**src/hw/ssp_pkg.sv**
```systemverilog
// Constants, register layouts and state record of the serial port channel.
// Assumes one 50 MHz system clock and a plain strobe register port.
package ssp_pkg;
	localparam int ADDR_W = 4;
	localparam int DATA_W = 16;
	localparam int CHAR_W = 9;
	localparam int FRAME_W = 13;
	// Register addresses
	localparam logic [ADDR_W-1:0] A_TXBUF = 4'h0;
	localparam logic [ADDR_W-1:0] A_RXBUF = 4'h1;
	localparam logic [ADDR_W-1:0] A_BAUD = 4'h2;
	localparam logic [ADDR_W-1:0] A_MODE = 4'h3;
	localparam logic [ADDR_W-1:0] A_CTRL0 = 4'h4;
	localparam logic [ADDR_W-1:0] A_CTRL1 = 4'h5;
	localparam logic [ADDR_W-1:0] A_SHARED = 4'h6;
	// Character length codes and bit counts
	localparam logic [1:0] LEN7 = 2'h0;
	localparam logic [1:0] LEN8 = 2'h1;
	localparam logic [1:0] LEN9 = 2'h2;
	localparam logic [3:0] BITS7 = 4'h7;
	localparam logic [3:0] BITS8 = 4'h8;
	localparam logic [3:0] BITS9 = 4'h9;
	// Count source codes and prescaler terminal values
	localparam logic [1:0] SRC_F1 = 2'h0;
	localparam logic [1:0] SRC_F2 = 2'h1;
	localparam logic [1:0] SRC_F8 = 2'h2;
	localparam logic [4:0] PRE2_END = 5'h01;
	localparam logic [4:0] PRE8_END = 5'h07;
	localparam logic [4:0] PRE32_END = 5'h1f;
	// Oversampling: 16 ticks a bit, sample start bit at tick 8
	localparam logic [3:0] OVS_END = 4'hf;
	localparam logic [3:0] HALF_END = 4'h7;
	localparam logic [7:0] BAUD_RST = 8'h00;

	typedef struct packed {
		logic line_invert;
		logic parity_odd;
		logic parity_en;
		logic two_stop;
		logic clock_source_direction;
		logic [1:0] char_len;
		logic sync_mode;
	} ssp_mode_t;
	typedef struct packed {
		logic bit_order_select;
		logic clock_polarity_select;
		logic flow_control_disable;
		logic flow_control_direction_select;
		logic [1:0] count_source;
	} ssp_ctrl0_t;
	typedef struct packed {
		logic data_logic_reverse;
		logic continuous_receive_enable;
		logic transmit_interrupt_source;
		logic receive_enable;
		logic transmit_enable;
	} ssp_ctrl1_t;
	typedef struct packed {
		logic alternate_cts_source;
		logic clock_pin_select_high;
		logic clock_pin_select_low;
	} ssp_shared_t;
	typedef struct packed {
		logic err_sum;
		logic parity_err;
		logic framing_err;
		logic overrun_err;
		logic [2:0] pad;
		logic [CHAR_W-1:0] data;
	} ssp_rxread_t;
	typedef enum logic {TX_IDLE, TX_RUN} ssp_tx_st_t;
	typedef enum logic [1:0] {RX_IDLE, RX_START, RX_BITS} ssp_rx_st_t;
	typedef struct packed {
		ssp_mode_t mode;
		ssp_ctrl0_t ctrl0;
		ssp_ctrl1_t ctrl1;
		ssp_shared_t shared;
		logic [7:0] baud_divider;
		logic [CHAR_W-1:0] transmit_buffer;
		logic transmit_buffer_empty_flag;
		logic [CHAR_W-1:0] receive_buffer;
		logic rx_full;
		logic overrun_err;
		logic framing_err;
		logic parity_err;
		logic ovr_pend;
		logic [4:0] pre;
		logic [7:0] bcnt;
		ssp_tx_st_t tx_st;
		logic [FRAME_W-1:0] tsh;
		logic [3:0] tleft;
		logic [3:0] ttk;
		logic sclk;
		logic clk_d;
		ssp_rx_st_t rx_st;
		logic [FRAME_W-1:0] rsh;
		logic [3:0] ridx;
		logic [3:0] rtk;
		logic txd;
		logic clk_o;
		logic clk_oe_n;
		logic clk_alt;
		logic flow;
		logic flow_oe_n;
		logic [DATA_W-1:0] rdata;
		logic tx_irq;
		logic rx_irq;
	} ssp_state_t;
	localparam ssp_state_t ST_RST = '{tx_st: TX_IDLE, rx_st: RX_IDLE, transmit_buffer_empty_flag: 1'b1,
		sclk: 1'b1, txd: 1'b1, clk_o: 1'b1, clk_oe_n: 1'b1, clk_alt: 1'b1, flow: 1'b1, flow_oe_n: 1'b1,
		baud_divider: BAUD_RST, default: '0};

	// Character length in bits
	function automatic logic [3:0] char_bits(input logic [1:0] code);
		if (code == LEN8) begin
			return BITS8;
		end else if (code == LEN9) begin
			return BITS9;
		end
		return BITS7;
	endfunction : char_bits

	// Reorders and optionally inverts a character; masks bits above its length
	function automatic logic [CHAR_W-1:0] order_char(input logic [CHAR_W-1:0] d, input logic [3:0] len,
		input logic msb, input logic inv);
		logic [CHAR_W-1:0] r;
		r = '0;
		for (int i = 0; i < CHAR_W; i++) begin
			if (i < int'(len)) begin
				r[i] = inv ^ (msb ? d[int'(len) - 1 - i] : d[i]);
			end
		end
		return r;
	endfunction : order_char

	// Start bit, character, optional parity, idle ones as stop bits
	function automatic logic [FRAME_W-1:0] build_frame(input logic [CHAR_W-1:0] c, input logic [3:0] len,
		input logic pen, input logic par);
		logic [FRAME_W-1:0] f;
		f = '1;
		f[0] = 1'b0;
		for (int i = 0; i < CHAR_W; i++) begin
			if (i < int'(len)) begin
				f[i + 1] = c[i];
			end
		end
		if (pen) begin
			f[int'(len) + 1] = par;
		end
		return f;
	endfunction : build_frame
endpackage : ssp_pkg

```
**src/hw/ssp_serial_port.sv**
```systemverilog
// Serial port channel: clock synchronous and asynchronous modes, flow control.
// Assumes pins already synchronous to i_clk_sys and a single-cycle strobe register port.
//
// Chosen here: strobed register access and the address map.
`timescale 1ns/100ps
module ssp_serial_port (
	input wire logic i_clk_sys,
	input wire logic i_rstn,
	input wire logic [ssp_pkg::ADDR_W-1:0] i_addr,
	input wire logic [ssp_pkg::DATA_W-1:0] i_wdata,
	input wire logic i_wr,
	input wire logic i_rd,
	output logic [ssp_pkg::DATA_W-1:0] o_rdata,
	input wire logic i_rxd,
	output logic o_txd,
	input wire logic i_clk_pin,
	output logic o_clk_pin,
	output logic o_clk_pin_oe_n,
	output logic o_clk_alt,
	input wire logic i_flow,
	output logic o_flow,
	output logic o_flow_oe_n,
	input wire logic i_cts_alt,
	output logic o_tx_irq,
	output logic o_rx_irq
);
	import ssp_pkg::*;

	ssp_state_t st_r;
	ssp_state_t st_nxt;
	ssp_mode_t md;
	ssp_ctrl0_t c0;
	ssp_ctrl1_t c1;
	ssp_shared_t sh;
	logic [3:0] len;
	logic [3:0] rx_total;
	logic [CHAR_W-1:0] tx_char;
	logic tx_par;
	logic src_en;
	logic os;
	logic ext_fall;
	logic ext_rise;
	logic launch;
	logic sample;
	logic cts_sep;
	logic cts_used;
	logic cts_lvl;
	logic cts_ok;
	logic load;
	logic rxl;
	logic int_clk;
	logic clk_lvl;
	logic rd_rx;

	// Field aliases
	assign md = st_r.mode;
	assign c0 = st_r.ctrl0;
	assign c1 = st_r.ctrl1;
	assign sh = st_r.shared;

	// Frame shape; synchronous mode always moves 8 bits
	assign len = md.sync_mode ? BITS8 : char_bits(md.char_len);
	assign rx_total = len + {3'h0, md.parity_en & ~md.sync_mode} + 4'h1 + {3'h0, md.two_stop};
	assign tx_char = order_char(st_r.transmit_buffer, len, c0.bit_order_select, c1.data_logic_reverse);
	assign tx_par = (^tx_char) ^ md.parity_odd;

	// Count source: prescaled internal clock or rising edge of the clock pin
	always_comb begin
		if (md.clock_source_direction) begin
			src_en = i_clk_pin & ~st_r.clk_d;
		end else if (c0.count_source == SRC_F1) begin
			src_en = 1'b1;
		end else if (c0.count_source == SRC_F2) begin
			src_en = st_r.pre[0] == PRE2_END[0];
		end else if (c0.count_source == SRC_F8) begin
			src_en = st_r.pre[2:0] == PRE8_END[2:0];
		end else begin
			src_en = st_r.pre == PRE32_END;
		end
	end
	assign os = src_en & (st_r.bcnt == BAUD_RST);

	// Synchronous edges: falling launches, rising samples, swapped by polarity
	assign ext_fall = (st_r.clk_d ^ c0.clock_polarity_select) & ~(i_clk_pin ^ c0.clock_polarity_select);
	assign ext_rise = ~(st_r.clk_d ^ c0.clock_polarity_select) & (i_clk_pin ^ c0.clock_polarity_select);
	assign launch = md.sync_mode & (st_r.tx_st == TX_RUN)
		& (md.clock_source_direction ? ext_fall : (os & st_r.sclk));
	assign sample = md.sync_mode & (st_r.tx_st == TX_RUN)
		& (md.clock_source_direction ? ext_rise : (os & ~st_r.sclk));

	// Clear-to-send source and gating
	assign cts_sep = sh.alternate_cts_source & ~sh.clock_pin_select_high;
	assign cts_used = ~c0.flow_control_disable & (~c0.flow_control_direction_select | cts_sep);
	assign cts_lvl = cts_sep ? i_cts_alt : i_flow;
	assign cts_ok = ~cts_used | ~cts_lvl;
	assign load = (st_r.tx_st == TX_IDLE) & c1.transmit_enable & ~st_r.transmit_buffer_empty_flag & cts_ok;

	assign rxl = i_rxd ^ md.line_invert;
	assign int_clk = md.sync_mode & ~md.clock_source_direction;
	assign clk_lvl = st_r.sclk ^ c0.clock_polarity_select;
	assign rd_rx = i_rd & (i_addr == A_RXBUF);

	// Next state of the whole channel
	always_comb begin
		logic commit;
		logic [CHAR_W-1:0] raw;
		logic [3:0] sp;
		commit = 1'b0;
		raw = '0;
		sp = '0;
		st_nxt = st_r;
		st_nxt.tx_irq = 1'b0;
		st_nxt.rx_irq = 1'b0;
		st_nxt.rdata = '0;
		st_nxt.clk_d = i_clk_pin;
		st_nxt.pre = st_r.pre + 5'h01;
		// Baud divider: reload at zero gives one tick per divider plus one
		if (src_en) begin
			st_nxt.bcnt = (st_r.bcnt == BAUD_RST) ? st_r.baud_divider : st_r.bcnt - 8'h01;
		end
		// Transmitter, also the shift engine of synchronous mode
		case (st_r.tx_st)
			TX_IDLE: begin
				if (load) begin
					st_nxt.tx_st = TX_RUN;
					st_nxt.transmit_buffer_empty_flag = 1'b1;
					st_nxt.tx_irq = ~c1.transmit_interrupt_source;
					st_nxt.ttk = '0;
					if (md.sync_mode) begin
						st_nxt.tsh = FRAME_W'(tx_char);
						st_nxt.tleft = BITS8;
						st_nxt.ridx = '0;
						st_nxt.sclk = 1'b1;
					end else begin
						st_nxt.tsh = build_frame(tx_char, len, md.parity_en, tx_par) >> 1;
						st_nxt.txd = 1'b0 ^ md.line_invert;
						st_nxt.tleft = rx_total;
					end
				end else if (~md.sync_mode) begin
					st_nxt.txd = ~md.line_invert;
				end
			end
			TX_RUN: begin
				if (md.sync_mode) begin
					if (int_clk & os) begin
						st_nxt.sclk = ~st_r.sclk;
					end
					if (launch) begin
						st_nxt.txd = st_r.tsh[0];
						st_nxt.tsh = st_r.tsh >> 1;
					end
					if (sample) begin
						st_nxt.rsh[st_r.ridx] = i_rxd;
						st_nxt.ridx = st_r.ridx + 4'h1;
						st_nxt.tleft = st_r.tleft - 4'h1;
						if (st_r.tleft == 4'h1) begin
							st_nxt.tx_st = TX_IDLE;
							st_nxt.tx_irq = c1.transmit_interrupt_source;
							commit = c1.receive_enable;
						end
					end
				end else if (os) begin
					st_nxt.ttk = st_r.ttk + 4'h1;
					if (st_r.ttk == OVS_END) begin
						if (st_r.tleft == '0) begin
							st_nxt.tx_st = TX_IDLE;
							st_nxt.tx_irq = c1.transmit_interrupt_source;
						end else begin
							st_nxt.txd = st_r.tsh[0] ^ md.line_invert;
							st_nxt.tsh = st_r.tsh >> 1;
							st_nxt.tleft = st_r.tleft - 4'h1;
						end
					end
				end
			end
			default: st_nxt.tx_st = TX_IDLE;
		endcase
		// Asynchronous receiver
		case (st_r.rx_st)
			RX_IDLE: begin
				if (~md.sync_mode & c1.receive_enable & ~rxl) begin
					st_nxt.rx_st = RX_START;
					st_nxt.rtk = '0;
					st_nxt.ovr_pend = 1'b0;
				end
			end
			RX_START: begin
				if (os) begin
					st_nxt.rtk = st_r.rtk + 4'h1;
					if (st_r.rtk == HALF_END) begin
						st_nxt.rx_st = rxl ? RX_IDLE : RX_BITS;
						st_nxt.rtk = '0;
						st_nxt.ridx = '0;
					end
				end
			end
			RX_BITS: begin
				if (os) begin
					st_nxt.rtk = st_r.rtk + 4'h1;
					if (st_r.rtk == OVS_END) begin
						st_nxt.rsh[st_r.ridx] = rxl;
						st_nxt.ridx = st_r.ridx + 4'h1;
						if ((st_r.ridx == rx_total - 4'h2) & st_r.rx_full) begin
							st_nxt.ovr_pend = 1'b1;
							st_nxt.overrun_err = 1'b1;
						end
						if (st_r.ridx == rx_total - 4'h1) begin
							st_nxt.rx_st = RX_IDLE;
							commit = 1'b1;
						end
					end
				end
			end
			default: st_nxt.rx_st = RX_IDLE;
		endcase
		// Register writes; a write refills the buffer even beside a load
		if (i_wr) begin
			if (i_addr == A_TXBUF) begin
				st_nxt.transmit_buffer = i_wdata[CHAR_W-1:0];
				st_nxt.transmit_buffer_empty_flag = 1'b0;
			end else if (i_addr == A_BAUD) begin
				st_nxt.baud_divider = i_wdata[7:0];
			end else if (i_addr == A_MODE) begin
				st_nxt.mode = ssp_mode_t'(i_wdata[$bits(ssp_mode_t)-1:0]);
			end else if (i_addr == A_CTRL0) begin
				st_nxt.ctrl0 = ssp_ctrl0_t'(i_wdata[$bits(ssp_ctrl0_t)-1:0]);
			end else if (i_addr == A_CTRL1) begin
				st_nxt.ctrl1 = ssp_ctrl1_t'(i_wdata[$bits(ssp_ctrl1_t)-1:0]);
			end else if (i_addr == A_SHARED) begin
				st_nxt.shared = ssp_shared_t'(i_wdata[$bits(ssp_shared_t)-1:0]);
			end
		end
		// Register reads, data one cycle later
		if (i_rd) begin
			if (i_addr == A_RXBUF) begin
				st_nxt.rdata = ssp_rxread_t'{err_sum: st_r.overrun_err | st_r.framing_err | st_r.parity_err,
					parity_err: st_r.parity_err, framing_err: st_r.framing_err,
					overrun_err: st_r.overrun_err, pad: '0, data: st_r.receive_buffer};
			end else if (i_addr == A_BAUD) begin
				st_nxt.rdata = DATA_W'(st_r.baud_divider);
			end else if (i_addr == A_MODE) begin
				st_nxt.rdata = DATA_W'(st_r.mode);
			end else if (i_addr == A_CTRL0) begin
				st_nxt.rdata = DATA_W'({st_r.tx_st == TX_IDLE, st_r.ctrl0});
			end else if (i_addr == A_CTRL1) begin
				st_nxt.rdata = DATA_W'({st_r.rx_full, st_r.transmit_buffer_empty_flag, st_r.ctrl1});
			end else if (i_addr == A_SHARED) begin
				st_nxt.rdata = DATA_W'(st_r.shared);
			end
		end
		// Buffer read frees the buffer and clears errors; events below still win
		if (rd_rx) begin
			st_nxt.rx_full = 1'b0;
			st_nxt.overrun_err = 1'b0;
			st_nxt.framing_err = 1'b0;
			st_nxt.parity_err = 1'b0;
			if (md.sync_mode & c1.continuous_receive_enable) begin
				st_nxt.transmit_buffer_empty_flag = 1'b0;
			end
		end
		if (st_nxt.ovr_pend & (st_r.rx_st == RX_BITS)) begin
			st_nxt.overrun_err = 1'b1;
		end
		// Move a finished character into the receive buffer
		if (commit) begin
			sp = len + {3'h0, md.parity_en & ~md.sync_mode};
			raw = order_char(st_nxt.rsh[CHAR_W-1:0], len, 1'b0, 1'b0);
			st_nxt.ovr_pend = 1'b0;
			if (st_r.ovr_pend | (md.sync_mode & st_r.rx_full)) begin
				st_nxt.overrun_err = 1'b1;
			end else begin
				st_nxt.receive_buffer = order_char(raw, len, c0.bit_order_select, c1.data_logic_reverse);
				st_nxt.rx_full = 1'b1;
				st_nxt.rx_irq = 1'b1;
				if (~md.sync_mode) begin
					st_nxt.parity_err = md.parity_en & ((^raw) ^ st_nxt.rsh[len] ^ md.parity_odd);
					st_nxt.framing_err = ~st_nxt.rsh[sp] | (md.two_stop & ~st_nxt.rsh[sp + 4'h1]);
				end
			end
		end
		// Transfer clock pins: main pin unless routed to the alternate pin
		st_nxt.clk_oe_n = ~(int_clk & ~(sh.clock_pin_select_high & sh.clock_pin_select_low));
		st_nxt.clk_o = st_nxt.clk_oe_n ? ~c0.clock_polarity_select : clk_lvl;
		st_nxt.clk_alt = (int_clk & sh.clock_pin_select_high & sh.clock_pin_select_low)
			? clk_lvl : ~c0.clock_polarity_select;
		// Flow pin: port, CTS input or RTS output
		st_nxt.flow_oe_n = c0.flow_control_disable | ~c0.flow_control_direction_select;
		if (launch | ((st_r.rx_st == RX_IDLE) & (st_nxt.rx_st == RX_START))) begin
			st_nxt.flow = 1'b1;
		end else if (c1.receive_enable & ~st_r.rx_full
			& (md.sync_mode ? st_r.tx_st == TX_IDLE : st_r.rx_st == RX_IDLE)) begin
			st_nxt.flow = 1'b0;
		end
	end

	// State register
	always_ff @(posedge i_clk_sys or negedge i_rstn) begin
		if (!i_rstn) begin
			st_r <= ST_RST;
		end else begin
			st_r <= st_nxt;
		end
	end

	// Outputs straight from the state record
	assign o_rdata = st_r.rdata;
	assign o_txd = st_r.txd;
	assign o_clk_pin = st_r.clk_o;
	assign o_clk_pin_oe_n = st_r.clk_oe_n;
	assign o_clk_alt = st_r.clk_alt;
	assign o_flow = st_r.flow;
	assign o_flow_oe_n = st_r.flow_oe_n;
	assign o_tx_irq = st_r.tx_irq;
	assign o_rx_irq = st_r.rx_irq;
endmodule : ssp_serial_port

```
**config.mk**
```make
export PLATFORM = sky130hd
export DESIGN_NAME = ssp_serial_port
export DESIGN_NICKNAME = d
export VERILOG_FILES = /design/src/hw/ssp_pkg.sv /design/src/hw/ssp_serial_port.sv
export SDC_FILE = /design/constraint.sdc
export NUM_CORES = 1
export LEC_CHECK = 0
export ABC_AREA = 0
export CELL_PAD_IN_SITES_DETAIL_PLACEMENT = 0
export CELL_PAD_IN_SITES_GLOBAL_PLACEMENT = 1
export CORE_ASPECT_RATIO = 1.75
export CORE_MARGIN = 2
export CORE_UTILIZATION = 50
export CTS_CLUSTER_DIAMETER = 120
export DETAILED_ROUTE_END_ITERATION = 6
export DONT_BUFFER_PORTS = 1
export PLACE_DENSITY = 0.83
export SLEW_MARGIN = 20
export SYNTH_ARGS = -nofsm -noshare
export SYNTH_HDL_FRONTEND = slang
export SYNTH_SLANG_ARGS = --single-unit
```
**constraint.sdc**
```tcl
create_clock -name i_clk_sys -period 12.69 [get_ports i_clk_sys]
set_input_delay 0.6345 -clock i_clk_sys [delete_from_list [all_inputs] [get_ports i_clk_sys]]
set_output_delay 0.6345 -clock i_clk_sys [all_outputs]
set_load 0.005 [all_outputs]
```
=== Word-level counts from Yosys, hierarchy flattened ===
Cells that the tools add are included.
W data, S select, Z words.

* Word-level logic and storage cells: 520
* Input bits: 28
* Flip-flop bits (word level): 138

* Bitwise operators: 95
* Eq/ne operators: 36
* Multiplexer cells: 269
* $lt $le $gt $ge: 25
* Reduce and logical (&&, ||, !) cells: 24
* $add $sub $neg: 21

{| class="wikitable"
|+ Operator list
! kind !! number
|-
| $lt A32 B6 Y1 const B || 7
|-
| $mux W1 || 193
|-
| $bmux W1 S4 || 21
|-
| $mux W13 || 4
|-
| $mux W17 || 3
|-
| $mux W16 || 3
|-
| $mux W23 || 2
|-
| $pmux W23 S2 || 1
|-
| $mux W4 || 10
|-
| $mux W8 || 5
|-
| $bwmux W13 || 3
|-
| $mux W18 || 2
|-
| $and A1 B1 Y1 || 33
|-
| $not A1 Y1 || 28
|-
| $xor A1 B1 Y1 || 26
|-
| $sub A5 B4 Y6 const B || 4
|-
| $mux W22 || 1
|-
| $lt A4 B5 Y1 const B || 4
|-
| $reduce_and A5 Y1 || 4
|-
| $mux W19 || 1
|-
| $reduce_xor A9 Y1 || 2
|-
| $add A4 B1 Y4 const B || 4
|-
| $eq A4 B3 Y1 const B || 4
|-
| $lt A3 B4 Y1 const A || 4
|-
| other kinds (52) || 101
|}

=== Depth between registers and ports, before layout ===
* Depth in word-level cells: 25
* Gate-level depth with buffers: 24

=== Least setup slack after synthesis ===
OpenSTA, ideal clock, no wires.

* Path type: reg-to-reg
* Start point: register st_r (netlist bit md[2])
* End point: register st_r[86] (netlist name)
* Arrival time: 5.290 ns
* Stages on the path, launching flop included: 25
* Path slack: 7.264 ns
* Path buffers: 6
* Path through: dfrtp_1 -> inv_1 -> ha_1 -> clkbuf_1 -> nor2_1 -> buf_2 -> buf_1 -> clkbuf_1 -> ha_1 -> inv_1 -> ha_1 -> clkbuf_1 -> inv_1 -> ha_1 -> clkbuf_1 -> nand2_1 -> mux2_2 -> a22oi_1 -> xnor3_1 -> xnor2_1 -> nor4_1 -> nand2_1 -> or3_1 -> a2111oi_0 -> a31oi_1

{| class="wikitable"
|+ RTL lines
! what !! RTL line !! RTL
|-
| start: declaration || ssp_serial_port.sv:29 || <nowiki>ssp_state_t st_r;</nowiki>
|-
| start signal: assignment || ssp_serial_port.sv:301 || <nowiki>st_r <= st_nxt;</nowiki>
|}

==> flow_metrics.py <==
metrics = {
    "status": {
        "outcome": "finished, final reports clean",
    },
    "layout": {
        "syn_to_final_growth_pct": 7.574,
        "fin_nets": 991,
        "multi_input_area_um2": 5079,
        "drive_above_1_share_pct": 13.14,
        "nFillCells": 1569,
        "mostFrequentLayoutCell": "dfrtp_1",
        "final_area_um2": 9614,
        "most-common-layout-cells": "126 x dfrtp_1, 114 x nand2_1, 84 x nor2_1",
        "final_cells": 1175,
        "n_antenna_cell": 0,
        "seqCellArea_um2": 3363,
    },
    "sta": {
        "worst_slack_ps": 6776,
        "finalSetupViolations": 0,
        "fin_crit_ps": 5914,
        "fin_crit_sh_pct": 46.60,
        "clock.fmax_ghz": 0.1691,
        "worst_pin_slew_ps": 926.7,
        "max_slew_margin_pct": 38.22,
        "hold_violations": 0,
        "rsz0062_at_grt": "no",
        "fin_skew_ps": 10.16,
        "drv_slew": 0,
        "fin_tns_setup_ps": 0,
    },
    "drt": {
        "ant_nets": 0,
        "drt_iter0_drc": 458,
        "drt-pass1-iter-count": 4,
        "drc": 0,
        "vias": 7278,
        "routed_wl_um": 24950,
        "vias_per_cell": 6.194,
        "drt-wirelength-per-cell_um": 21.23,
    },
    "clock_tree": {
        "clkLatencyLatePin_ps": 430,
        "ctsLongestPathBuffers": 2,
        "cts_tree": "done",
        "clk_pin_slew_ps": 60,
        "numCtsBuffers": 17,
        "cts_num_sinks": 134,
        "post_cts_buffers": 0,
        "clock-root-buffer": "clkbuf_16",
        "cts_resized": 0,
        "cts_max_level": 4,
        "ctsHoldBuffers": 1,
    },
    "synth": {
        "syn_area_um2": 8937,
        "synth_edf_count": 0,
        "ys_seq_area_share_pct": 37.63,
        "yosysWarningCount": 0,
        "async_reset_ff_share_pct": 100.0,
        "yosys.area_share.xor_xnor_pct": 5.712,
        "synthMuxAreaShare_pct": 10.61,
        "yosys.area_share.simple_pct": 17.23,
        "synth_compound_area_share_pct": 18.63,
        "ys_ff_latch": 134,
        "synth_cells": 972,
        "yosys.cell_types.count": 81,
        "synth_ff_type": "dfrtp_1",
        "avgSynthCellArea_um2": 9.195,
        "synth_top_family_by_area": "compound AO/OA/AOI/OAI gates",
        "synthAdderAreaFrac_pct": 4.480,
    },
    "worst_setup_path": {
        "setup.worst_path.class": "reg -> reg",
        "start_kind": "flip-flop",
        "worstPathRequired_ps": 12980,
        "endpoint_kind": "flip-flop",
        "path_cells": "inv_1, ha_1, nand2b_1, inv_1, ha_1, inv_1, ha_1, ha_1, xor2_1, xnor2_1, ha_1, nor2b_1, xnor2_1, nor4_1, nand2_1, or3_1, a2111oi_0, a31oi_1",
        "worstPathArrival_ps": 6210,
        "crit_fanout": 19,
        "cp_common_cell": "ha_1",
        "slowest_stage": "ha_1",
        "slowest_delay_ps": 780,
    },
    "grt": {
        "track_usage_pct": 27.16,
        "grt_pass1_wl_um": 39840,
        "gr-total-overflow": 0,
        "antenna_found_initial": 0,
        "grt_max_degree": 127,
        "grt_pass1_vias": 7109,
    },
    "floorplanning": {
        "dieArea_um2": 19000,
        "pin_count": 52,
        "coreArea_um2": 17540,
        "die_h_um": 180.9,
        "start_util_pct": 50.96,
        "die_w_um": 105.1,
        "fp-row-count": 64,
    },
    "power_and_ir_drop": {
        "powerDensity_nw_per_um2": 213.6,
        "irDropWorstVdd_mv": 0.1099,
        "p_leak_nw": 4.127,
    },
    "placement": {
        "dp.cells": 1142,
        "place_congestion": 0.8556,
        "io_buffers": 0,
        "place_ws_ps": 6871,
        "placed_area_um2": 8964,
        "detailed_place_hpwl_um": 17870,
    },
    "run": {
        "maxCapViolCount": 0,
    },
    "worst_hold_path": {
        "hp-class": "in -> async",
    },
}
## critical path: cells and delay by family (launching register included)
| family | cells | cell delay [ps] |
|---|---|---|
| AO/OA/AOI/OAI | 2 | 500 |
| XOR/XNOR | 3 | 620 |
| AND/OR/NAND/NOR | 5 | 1420 |
| adder cells (fa/ha/maj) | 5 | 2100 |
| buffers and inverters | 3 | 720 |
| flip-flops | 1 | 390 |
## cells by family after synthesis
| kind of cell | Yosys count |
|---|---|
| adder cells (fa/ha/maj) | 32 |
| multiplexers | 75 |
| buffers and inverters | 117 |
| XOR/XNOR | 48 |
| other | 1 |
| flip-flops | 134 |
| AND/OR/NAND/NOR | 324 |
| AO/OA/AOI/OAI | 241 |
## where the power goes
part	internal [mW]	switching, mW
sequential	0.529	0.116
combinational	0.379	0.503
clock	0.334	0.193
## layer usage
metal	up-vias	global-route usage (%)	routed length, µm
met1	3595	31.43	9688
met4	0	14.29	1190
met3	66	4.221	1025
li1	3405	-	-
met5	-	0	0
met2	212	47.84	13040
## cell type report
| type | count | area share (%) |
|---|---|---|
| Tap cell | 231 | 3.006 |
| Clock buffer | 20 | 4.646 |
| Multi-Input combinational cell | 723 | 52.82 |
| Inverter | 46 | 1.796 |
| Timing Repair Buffer | 9 | 0.9110 |
| Sequential cell | 134 | 34.98 |
| Clock inverter | 12 | 1.835 |
## sequential cells by signal, summed over array words and instances (netlist names), 3 cells and up
name and flops:
c0 6, c1 5, md 8, o_rdata 13, sh 3, st_r 91
## cell usage after synthesis (all sizes together) (11+ instances only)
master / n / area, µm²
nor2b: 13 / 81.33
nand2: 114 / 427.9
mux2i: 22 / 220.2
o31ai: 13 / 102.6
a31oi: 22 / 150.1
ha: 32 / 400.4
buf: 28 / 171.4
and3: 15 / 93.84
nand4: 12 / 81.33
xnor2: 32 / 280.3
clkbuf: 43 / 161.4
nand2b: 12 / 75.07
a211oi: 11 / 82.58
mux4: 11 / 255.2
nor2: 85 / 319.1
mux2: 42 / 473.0
nand3: 17 / 85.08
a21oi: 39 / 195.2
nor3: 18 / 95.09
o21ai: 69 / 367.9
dfrtp: 126 / 3153
inv: 45 / 168.9
## through the flow
stage,hold slack [ps],util (%),power [mW]
floorplan,338.9,-,1.316
global placement,341.6,51.11,1.498
detailed placement,341.6,51.11,1.512
CTS,33.53,54.82,2.054
global route,32.18,54.82,2.183
finish,52.84,54.82,2.054
## worst paths after layout
path,from,end,slack (ps),cells past startpoint
max,md[1],st_r[86],6780,18
min,i_rstn,o_clk_alt,50,0
max reg2reg,md[1],st_r[86],6780,18
min reg2reg,st_r[82],st_r[82],470,1
max in group asynchronous,i_rstn,st_r[31],12010,1
min in group i_clk_sys,i_clk_pin,st_r[47],230,0
Power figures use the tool's default switching activity.
